$ cat src/verilog/pmcb_pkg.sv
package pmcb_pkg;
    // register offsets (byte addresses)
    localparam logic [7:0] PLLB_CFG_OFS = 8'h2C;
    localparam logic [7:0] MCLK_CFG_OFS = 8'h30;
    localparam logic [7:0] PCK0_CFG_OFS = 8'h40;
    localparam logic [7:0] PCK1_CFG_OFS = 8'h44;
    localparam logic [7:0] IRQ_EN_OFS = 8'h60;
    localparam logic [7:0] IRQ_DIS_OFS = 8'h64;
    localparam logic [7:0] STATUS_OFS = 8'h68;
    localparam logic [7:0] IRQ_MASK_OFS = 8'h6C;
    // second pll config field positions
    localparam int PDIV_LSB = 0;
    localparam int CNTB_LSB = 8;
    localparam int RANGE_LSB = 14;
    localparam int MULT_LSB = 16;
    localparam int USBD_LSB = 28;
    // master clock config fields
    localparam int SRC_LSB = 0;
    localparam int PSC_LSB = 2;
    localparam int MCK_DIV_LSB = 8;
    // status bit positions
    localparam int ST_MOSC = 0;
    localparam int ST_PLL1 = 1;
    localparam int ST_PLL2 = 2;
    localparam int ST_MRDY = 3;
    localparam int ST_OSCSEL = 7;
    localparam int ST_PCK0 = 8;
    localparam int ST_PCK1 = 9;
    // writable masks and reset values
    localparam logic [31:0] PLLB_MASK = 32'h37FF_FFFF;
    localparam logic [31:0] MCLK_MASK = 32'h0000_031F;
    localparam logic [31:0] PCK_MASK = 32'h0000_001F;
    localparam logic [31:0] IRQ_MASK = 32'h0000_030F;
    localparam logic [31:0] PLLB_RST = 32'h0000_3F00;
    localparam logic [31:0] MCLK_RST = 32'h0000_0000;
    localparam logic [31:0] PCK_RST = 32'h0000_0000;
    // source encoding and reserved divider codes
    localparam logic [1:0] SRC_SLOW = 2'h0;
    localparam logic [1:0] SRC_MAIN = 2'h1;
    localparam logic [1:0] SRC_PLLA = 2'h2;
    localparam logic [1:0] SRC_PLLB = 2'h3;
    localparam logic [2:0] PSC_RSVD = 3'h7;
    localparam logic [1:0] DIV2_RSVD = 2'h3;
    // cycles of settling after a clock switch
    localparam int READY_DLY = 3;
endpackage

$ cat src/verilog/pmcb_top.sv
// Functional notes
// - input divider: 0 gives no clock, 1 bypass, 2..255 divide by value.
// - after a pll config write count slow cycles then raise lock flag.
// - multiplier 0 stops the pll; otherwise output is input times mul+1.
// - usb divider: 00 pass, 01 halve, 10 quarter, 11 reserved.
// - master source: slow, main, first pll, second pll for 00..11.
// - processor prescaler divides by 1..64 for 000..110; 111 reserved.
// - master divider: processor clock by 1, 2, 4; 11 reserved.
// - each programmable clock has its own two-bit source selector.
// - each programmable clock has a three-bit prescaler 1..64.
// - writing one to enable register sets the matching enable.
// - writing one to disable register clears the matching enable.
// - enable, disable and status bits share positions 0-3, 8, 9.
// - oscillator stable bit follows main oscillator stability.
// - first pll lock bit follows that pll's lock.
// - second pll lock bit follows its lock state.
// - master clock ready bit reads one once the master clock is ready.
// - status bit 7 shows the slow oscillator in use.
// - each programmable clock ready bit shows that clock ready.
//
// The strobed register port and the placing of the registers were decided locally.
`timescale 1ns/10ps
module pmcb_top
(
    input wire logic mclk_i,
    input wire logic sys_rst_i,
    input wire logic [7:0] addr_i,
    input wire logic [31:0] wdata_i,
    input wire logic wr_i,
    input wire logic rd_i,
    input wire logic slow_tick_i,
    input wire logic main_osc_stable_i,
    input wire logic first_pll_locked_i,
    input wire logic slow_osc_select_i,
    output logic [31:0] rdata_o,
    output logic irq_o,
    output logic second_pll_on_o,
    output logic [7:0] second_pll_input_divider_o,
    output logic [10:0] second_pll_multiplier_o,
    output logic [1:0] second_pll_freq_range_o,
    output logic [2:0] usb_div_ratio_o,
    output logic [1:0] mclk_source_o,
    output logic [6:0] mclk_div_ratio_o,
    output logic [2:0] mclk_master_div_o,
    output logic [1:0] pck0_source_o,
    output logic [6:0] pck0_div_ratio_o,
    output logic [1:0] pck1_source_o,
    output logic [6:0] pck1_div_ratio_o
);
    import pmcb_pkg::*;

    typedef enum logic [1:0] {LK_IDLE, LK_COUNT, LK_DONE} pmcb_lock_type;

    logic [31:0] pllb_r;
    logic [31:0] mclk_r;
    logic [31:0] pck0_r;
    logic [31:0] pck1_r;
    logic [31:0] ien_r;
    logic [31:0] status;
    logic [5:0] lock_cnt_r;
    pmcb_lock_type lock_st_r;
    logic pll2_lock_r;
    logic [1:0] mrdy_cnt_r;
    logic mrdy_r;
    logic [1:0] p0_cnt_r;
    logic p0rdy_r;
    logic [1:0] p1_cnt_r;
    logic p1rdy_r;
    logic wr_pllb;
    logic wr_mclk;
    logic wr_pck0;
    logic wr_pck1;
    logic [31:0] wdata_last_r;

    // prescaler code to ratio, one-hot exponent; reserved code holds 0
    function automatic logic [6:0] prescale_ratio(input logic [2:0] code);
        logic [6:0] r;
        r = 7'h00;
        if (code != PSC_RSVD)
        begin
            r = 7'(7'h01 << code);
        end
        return r;
    endfunction

    // two-bit divider code to ratio 1, 2, 4; reserved code gives 0
    function automatic logic [2:0] div2_ratio(input logic [1:0] code);
        logic [2:0] r;
        r = 3'h0;
        if (code != DIV2_RSVD)
        begin
            r = 3'(3'h1 << code);
        end
        return r;
    endfunction

    assign wr_pllb = wr_i && addr_i == PLLB_CFG_OFS;
    assign wr_mclk = wr_i && addr_i == MCLK_CFG_OFS;
    assign wr_pck0 = wr_i && addr_i == PCK0_CFG_OFS;
    assign wr_pck1 = wr_i && addr_i == PCK1_CFG_OFS;

    ////////////////////////////////////////////////////////////////////////
    // configuration registers
    always_ff @(posedge mclk_i)
    begin
        if (sys_rst_i)
        begin
            pllb_r <= PLLB_RST;
            mclk_r <= MCLK_RST;
            pck0_r <= PCK_RST;
            pck1_r <= PCK_RST;
        end
        else
        begin
            if (wr_pllb)
            begin
                pllb_r <= wdata_i & PLLB_MASK;
            end
            if (wr_mclk)
            begin
                mclk_r <= wdata_i & MCLK_MASK;
            end
            if (wr_pck0)
            begin
                pck0_r <= wdata_i & PCK_MASK;
            end
            if (wr_pck1)
            begin
                pck1_r <= wdata_i & PCK_MASK;
            end
        end
    end

    always_ff @(posedge mclk_i)
    begin
        if (sys_rst_i)
        begin
            ien_r <= 32'h0000_0000;
        end
        else if (wr_i && addr_i == IRQ_EN_OFS)
        begin
            ien_r <= ien_r | (wdata_i & IRQ_MASK);
        end
        else if (wr_i && addr_i == IRQ_DIS_OFS)
        begin
            ien_r <= ien_r & ~(wdata_i & IRQ_MASK);
        end
    end

    ////////////////////////////////////////////////////////////////////////
    // second pll lock counter on slow clock ticks
    always_ff @(posedge mclk_i)
    begin
        if (sys_rst_i)
        begin
            lock_st_r <= LK_IDLE;
            lock_cnt_r <= 6'h00;
            pll2_lock_r <= 1'b0;
        end
        else if (wr_pllb)
        begin
            pll2_lock_r <= 1'b0;
            lock_cnt_r <= wdata_i[CNTB_LSB +: 6];
            lock_st_r <= LK_COUNT;
        end
        else
        begin
            case (lock_st_r)
                LK_COUNT:
                begin
                    if (lock_cnt_r == 6'h00)
                    begin
                        pll2_lock_r <= 1'b1;
                        lock_st_r <= LK_DONE;
                    end
                    else if (slow_tick_i)
                    begin
                        lock_cnt_r <= lock_cnt_r - 6'h01;
                    end
                end
                LK_DONE:
                begin
                    pll2_lock_r <= 1'b1;
                end
                default:
                begin
                    pll2_lock_r <= 1'b0;
                end
            endcase
        end
    end

    ////////////////////////////////////////////////////////////////////////
    // ready flags after a clock switch
    always_ff @(posedge mclk_i)
    begin
        if (sys_rst_i)
        begin
            mrdy_cnt_r <= 2'h0;
            mrdy_r <= 1'b1;
        end
        else if (wr_mclk)
        begin
            mrdy_cnt_r <= 2'(READY_DLY);
            mrdy_r <= 1'b0;
        end
        else if (mrdy_cnt_r != 2'h0)
        begin
            mrdy_cnt_r <= mrdy_cnt_r - 2'h1;
        end
        else
        begin
            mrdy_r <= 1'b1;
        end
    end

    always_ff @(posedge mclk_i)
    begin
        if (sys_rst_i)
        begin
            p0_cnt_r <= 2'h0;
            p0rdy_r <= 1'b1;
        end
        else if (wr_pck0)
        begin
            p0_cnt_r <= 2'(READY_DLY);
            p0rdy_r <= 1'b0;
        end
        else if (p0_cnt_r != 2'h0)
        begin
            p0_cnt_r <= p0_cnt_r - 2'h1;
        end
        else
        begin
            p0rdy_r <= 1'b1;
        end
    end

    always_ff @(posedge mclk_i)
    begin
        if (sys_rst_i)
        begin
            p1_cnt_r <= 2'h0;
            p1rdy_r <= 1'b1;
        end
        else if (wr_pck1)
        begin
            p1_cnt_r <= 2'(READY_DLY);
            p1rdy_r <= 1'b0;
        end
        else if (p1_cnt_r != 2'h0)
        begin
            p1_cnt_r <= p1_cnt_r - 2'h1;
        end
        else
        begin
            p1rdy_r <= 1'b1;
        end
    end

    ////////////////////////////////////////////////////////////////////////
    // status word and read port
    always_comb
    begin
        status = 32'h0000_0000;
        status[ST_MOSC] = main_osc_stable_i;
        status[ST_PLL1] = first_pll_locked_i;
        status[ST_PLL2] = pll2_lock_r;
        status[ST_MRDY] = mrdy_r;
        status[ST_OSCSEL] = slow_osc_select_i;
        status[ST_PCK0] = p0rdy_r;
        status[ST_PCK1] = p1rdy_r;
    end

    always_ff @(posedge mclk_i)
    begin
        if (sys_rst_i)
        begin
            rdata_o <= 32'h0000_0000;
        end
        else if (rd_i)
        begin
            case (addr_i)
                PLLB_CFG_OFS: rdata_o <= pllb_r;
                MCLK_CFG_OFS: rdata_o <= mclk_r;
                PCK0_CFG_OFS: rdata_o <= pck0_r;
                PCK1_CFG_OFS: rdata_o <= pck1_r;
                STATUS_OFS: rdata_o <= status;
                IRQ_MASK_OFS: rdata_o <= ien_r;
                default: rdata_o <= 32'h0000_0000;
            endcase
        end
        else
        begin
            rdata_o <= 32'h0000_0000;
        end
    end

    always_ff @(posedge mclk_i)
    begin
        if (sys_rst_i)
        begin
            irq_o <= 1'b0;
        end
        else
        begin
            irq_o <= |(status & ien_r);
        end
    end

    ////////////////////////////////////////////////////////////////////////
    // clock control outputs
    always_ff @(posedge mclk_i)
    begin
        if (sys_rst_i)
        begin
            second_pll_on_o <= 1'b0;
            second_pll_input_divider_o <= 8'h00;
            second_pll_multiplier_o <= 11'h000;
            second_pll_freq_range_o <= 2'h0;
            usb_div_ratio_o <= 3'h0;
            mclk_source_o <= SRC_SLOW;
            mclk_div_ratio_o <= 7'h01;
            mclk_master_div_o <= 3'h1;
            pck0_source_o <= SRC_SLOW;
            pck0_div_ratio_o <= 7'h01;
            pck1_source_o <= SRC_SLOW;
            pck1_div_ratio_o <= 7'h01;
        end
        else
        begin
            // off when multiplier or divider is zero
            second_pll_on_o <= pllb_r[MULT_LSB +: 11] != 11'h000
                && pllb_r[PDIV_LSB +: 8] != 8'h00;
            second_pll_input_divider_o <= pllb_r[PDIV_LSB +: 8];
            second_pll_multiplier_o <= pllb_r[MULT_LSB +: 11];
            second_pll_freq_range_o <= pllb_r[RANGE_LSB +: 2];
            usb_div_ratio_o <= div2_ratio(pllb_r[USBD_LSB +: 2]);
            mclk_source_o <= mclk_r[SRC_LSB +: 2];
            mclk_div_ratio_o <= prescale_ratio(mclk_r[PSC_LSB +: 3]);
            mclk_master_div_o <= div2_ratio(mclk_r[MCK_DIV_LSB +: 2]);
            pck0_source_o <= pck0_r[SRC_LSB +: 2];
            pck0_div_ratio_o <= prescale_ratio(pck0_r[PSC_LSB +: 3]);
            pck1_source_o <= pck1_r[SRC_LSB +: 2];
            pck1_div_ratio_o <= prescale_ratio(pck1_r[PSC_LSB +: 3]);
        end
    end

    always_ff @(posedge mclk_i)
    begin
        wdata_last_r <= wdata_i;
    end
endmodule

$ cat config.mk
export PLATFORM = sky130hd
export DESIGN_NAME = pmcb_top
export DESIGN_NICKNAME = d
export VERILOG_FILES = /design/src/verilog/pmcb_pkg.sv /design/src/verilog/pmcb_top.sv
export SDC_FILE = /design/constraint.sdc
export NUM_CORES = 1
export LEC_CHECK = 0
export ABC_AREA = 1
export BUFFER_PORTS_ARGS = -buffer_cell sky130_fd_sc_hd__buf_2
export CAP_MARGIN = 20
export CORE_MARGIN = 1.5
export CORE_UTILIZATION = 50
export CTS_BUF_LIST = sky130_fd_sc_hd__clkbuf_4 sky130_fd_sc_hd__clkbuf_8 sky130_fd_sc_hd__clkbuf_16
export DETAILED_ROUTE_END_ITERATION = 6
export HOLD_SLACK_MARGIN = 0.02
export PLACE_DENSITY = 0.78
export SLEW_MARGIN = 20
export SYNTH_ARGS = -nofsm -noshare
export SYNTH_HDL_FRONTEND = slang
export SYNTH_SLANG_ARGS = --single-unit
$ cat constraint.sdc
create_clock -name mclk_i -period 1.9 [get_ports mclk_i]
set_input_delay 0.285 -clock mclk_i [delete_from_list [all_inputs] [get_ports mclk_i]]
set_output_delay 0.285 -clock mclk_i [all_outputs]
set_load 0.02 [all_outputs]
Word-level counts from Yosys, hierarchy flattened
Index checks and enable logic that the tools add are counted.
Word-level totals
  flip-flop bits (word level): 184
  bits of input ports: 48
  output and inout port bits: 88
  logic and storage cells: 131
Cells by class
  add/subtract/negate cells: 4
  equality and inequality tests: 20
  shift operators: 5
  muxes and demuxes: 28
  bitwise operators: 10
  reduce and logical (&&, ||, !) cells: 31
Operators by type and width (count)
  32-bit case mux with 6 select lines: 1
  32-bit two-way mux: 2
  8-bit by 7-bit == test with 1-bit output (second input constant): 6
  10-bit by 32-bit AND with 32-bit output: 1
  32-bit AND: 1
  10-bit NOT with 32-bit output: 1
  32-bit by 10-bit OR with 32-bit output: 1
  32-bit OR reduction: 1
  6-bit two-way mux: 4
  1-bit by 3-bit << shifter with 7-bit output (first input constant): 3
  2-bit nonzero test: 10
  8-bit by 6-bit == test with 1-bit output (second input constant): 2
  1-bit two-way mux: 14
  2-bit inequality test (second input constant): 7
  2-bit OR reduction: 7
  2-bit two-way mux: 6
  11-bit nonzero test: 1
  3-bit inequality test (second input constant): 3
  8-bit nonzero test: 1
  1-bit logical AND: 7
  6-bit zero test: 1
  1-bit NOT: 6
  1-bit by 2-bit << shifter with 3-bit output (first input constant): 2
  2-bit by 1-bit subtractor with 2-bit output (second input constant): 3
  6 further kinds: 7

Longest topological paths before layout
  depth after elaboration: 5
  gate-level depth with buffers: 10
  depth with buffers taken out: 9

Worst setup path after synthesis
Ideal clock, no wire load.
  path kind: register -> register
  from: register lock_cnt_r[0]
  to: register lock_cnt_r[3]
  setup time: 0.117 ns
  arrival time: 1.164 ns
  required time: 1.783 ns
  slack: 0.619 ns
  stages on the path, launching flop included: 9
  buffers on the path: 0
  clock period less this slack: 1.281 ns
  cell sequence: dfxtp_1 > inv_1 > ha_1 > nand3_1 > nand3_1 > nand2_1 > inv_1 > nor2_1 > nor2_1
Between the ends
  longest elaborated chain between the ends: 5
  elaborated cells between the ends (all ways): 8
  those cells by class: add/sub (1); eq/ne (1); mux (4); reduce/logical (2)
RTL lines
  start: declaration: RTL line pmcb_top.sv:60  | logic [5:0] lock_cnt_r;
  start signal: assignment: RTL line pmcb_top.sv:163  | lock_cnt_r <= wdata_i[CNTB_LSB +: 6];
  start signal: assignment: RTL line pmcb_top.sv:178  | lock_cnt_r <= lock_cnt_r - 6'h01;
  6-bit by 1-bit subtractor with 6-bit output: RTL line pmcb_top.sv:178
  6-bit two-way mux: RTL line pmcb_top.sv:176  | else if (slow_tick_i)
  6-bit two-way mux: RTL line pmcb_top.sv:171  | if (lock_cnt_r == 6'h00)
  6-bit two-way mux: RTL line pmcb_top.sv:168  | case (lock_st_r)
  6-bit two-way mux: RTL line pmcb_top.sv:160  | else if (wr_pllb)
Several ways; a longest one is shown, not always the timed one. The select of a mux whose other input is x is not followed.
A chain may end at the register's enable or synchronous reset.

Worst setup path after layout
Same ends and word-level chain as after synthesis.

==> impl_metrics.ini <==
[run]
drv_cap = 0

[outcome]
status = finished clean

[cts]
clk_path_buf_depth = 2
cts_sinks = 155
cts_root_buf = clkbuf_16
clk_latency_ps = 410
h-tree-depth = 4
post_cts_buffers = 0
clkTransAtPathRegs_ps = 60
cts_tree = yes
postCtsHoldBufs = 0
cts-buffers-inserted = 17
cts-resized-gates = 0

[timing]
final-hold-violation-count = 0
setup_viol = 0
timing.fmax_mhz = 636
whs_ps = 108
final_max_slew_viol_count = 0
fin_tns_setup_ps = 0
worst_clock_skew_ps = 7.07
period_minus_slack_ps = 1570
rsz0062_at_grt = false
fin_crit_sh = 0.828

[worst_setup_path]
worst_setup_path_end_kind = register
cp_max_fo = 7
critPathLaunchType = register
r2r-start = lock_cnt_r[0]
rr_worst_depth = 8
cp.arrival_ps = 1870
worst_ep_required_time_ps = 2200
critPathLaunch = lock_cnt_r[0]
critical_path_class = register to register

[layout]
fillers = 937
multi_input_area_sq_um = 2120
antenna_cells = 0
stdcell_count = 965
nets = 866
area_delta_synth_final_pct = 22.7
seq_area_sq_um = 3100
drive_above_1_share = 0.258

[hold_path]
holdPathStages = 3
worstHoldPathType = input port to register
hp-start = wdata_i[11]

[pwr]
ir_drop_v = 0.000728
total_leakage_power_nw = 3.15
powerDensity_nw_per_um2 = 1010

[floorplanning]
initial_core_util = 0.519
dieHeight_um = 110
num_rows = 38
fp.dieArea_sq_um = 12000
core_region_area_sq_um = 10900
die_w_um = 110
io_pins = 136

[logic_synthesis]
synth_edf_count = 0
synth_top_family_by_area = simple AND/OR/NAND/NOR gates
synthAdderAreaFrac = 0.0132
synth_seq_cells = 155
dominantRegCellSynth = dfxtp_1
yosys.area_share.simple = 0.257
synth_compound_gate_area_share = 0.101
yosysTopAreaCellShare = 0.546
synthArstFlopShare = 0
syn_inst = 684
ys_seq_area_frac = 0.546
yosysWarnings = 0
syn_avg_cell_area_sq_um = 8.30
syn-cell-area_sq_um = 5680
synth.mux.area_fraction = 0
synth_cell_types = 32
synth_area_leaders = dfxtp_1 55%, nand2_1 6.9%, nor2_1 5.4%, inv_1 4.5%, o21ai_0 4.4%
post-synth-top-area-cell = dfxtp_1
yosys-top-cells-count = 155 x dfxtp_1, 104 x nand2_1, 81 x nor2_1
synth_most_common_cell = dfxtp_1
synth_xor_area_frac = 0

[grt]
grt_overflow = 0
track_usage = 0.227
antenna_found_initial = 0
grt_pass1_wl_um = 20800
grt_pass1_vias = 4493
grt_max_degree = 56

[routing]
drcViolationCount = 0
first_iter_violations = 298
ant_nets = 0
vias = 4928
drt_pre_antenna_iters = 5
via_per_inst = 5.11
post_drt_wl_per_cell_um = 13.9
totalWireLength_um = 13400

[place]
gp_congestion = 0.872
portBuffers = 129
dp_hpwl_um = 9580
placed_cells = 933
[through the flow]
step | worst slack, ps | util | area, sq um | power, mW
floorplan | 619 | - | 5690 | 3.84
CTS | 326 | 0.637 | 6970 | 7.10
detailed placement | 167 | 0.586 | 6410 | 4.01
global placement | 276 | 0.586 | 6410 | 3.95
finish | 328 | 0.637 | 6970 | 7.06
global route | 205 | 0.637 | 6970 | 7.33
[cells by family (layout without fill, tap and decap cells)]
family / after synthesis / count (layout)
compound gates: 110 / 110
buf+inv: 105 / 244
simple gates: 307 / 307
flops: 155 / 155
other cells: 1 / 3
fa+ha+maj: 6 / 6
[layout by cell type, fill, tap and decap left out, drive strengths merged]
| master | synthesis | layout |
|---|---|---|
| a21oi | 48 | 48 |
| a22o | 2 | 2 |
| a31oi | 2 | 2 |
| buf | 16 | 140 |
| clkbuf | 17 | 23 |
| clkinv | 1 | 3 |
| clkinvlp | 0 | 6 |
| conb | 1 | 3 |
| dfxtp | 155 | 155 |
| ha | 6 | 6 |
| inv | 71 | 72 |
| nand2 | 114 | 114 |
| nand3 | 36 | 36 |
| nand3b | 1 | 1 |
| nand4 | 8 | 8 |
| nor2 | 104 | 104 |
| nor3 | 24 | 24 |
| nor4 | 20 | 20 |
| o211a | 1 | 1 |
| o21ai | 54 | 54 |
| o31ai | 3 | 3 |
[routing by layer]
layer	GRT usage	vias to the layer above	wire length (um)
li1	-	2475	-
met1	0.270	2239	5620
met2	0.387	190	6560
met3	0.0545	24	931
met4	0.0993	0	287
met5	0	-	0
[registers in the layout, summed over array words and instances, names as in the netlist, 3 cells and up, named ones only]
| name | flops |
|---|---|
| pllb_r | 29 |
| rdata_o | 29 |
| second_pll_multiplier_o | 11 |
| second_pll_input_divider_o | 8 |
| mclk_div_ratio_o | 7 |
| mclk_r | 7 |
| pck0_div_ratio_o | 7 |
| pck1_div_ratio_o | 7 |
| lock_cnt_r | 6 |
| pck0_r | 5 |
| pck1_r | 5 |
| mclk_master_div_o | 3 |
| usb_div_ratio_o | 3 |
[power breakdown]
part	switching (mW)	leakage, nW	total [mW]	internal (mW)
Combinational	0.361	1.63	0.578	0.217
Clock	1.27	0.261	3.11	1.84
Sequential	0.0480	1.25	3.37	3.32
[area by class of cell]
| cell class | count | area share |
|---|---|---|
| Sequential cell | 155 | 0.445 |
| Multi-Input combinational cell | 426 | 0.304 |
| Timing Repair Buffer | 140 | 0.106 |
| Clock buffer | 23 | 0.0711 |
| Inverter | 72 | 0.0388 |
| Tap cell | 140 | 0.0251 |
| Clock inverter | 9 | 0.00915 |
[critical path, cell delays in order (launching register included)]
cell and delay, ps:
dfxtp_1 330, inv_1 110, ha_1 240, nand3_1 120
nand3_1 130, nand2_1 210, inv_1 130, nor2_1 140
nor2_1 60
[path summary, 6_finish.rpt]
| check | endpoint | slack [ps] |
|---|---|---|
| max | lock_cnt_r[3] | 330 |
| min | pllb_r[11] | 110 |
| max reg2reg | lock_cnt_r[3] | 330 |
| min reg2reg | mclk_master_div_o[2] | 440 |
No activity file was read; power rests on OpenSTA's default activity.
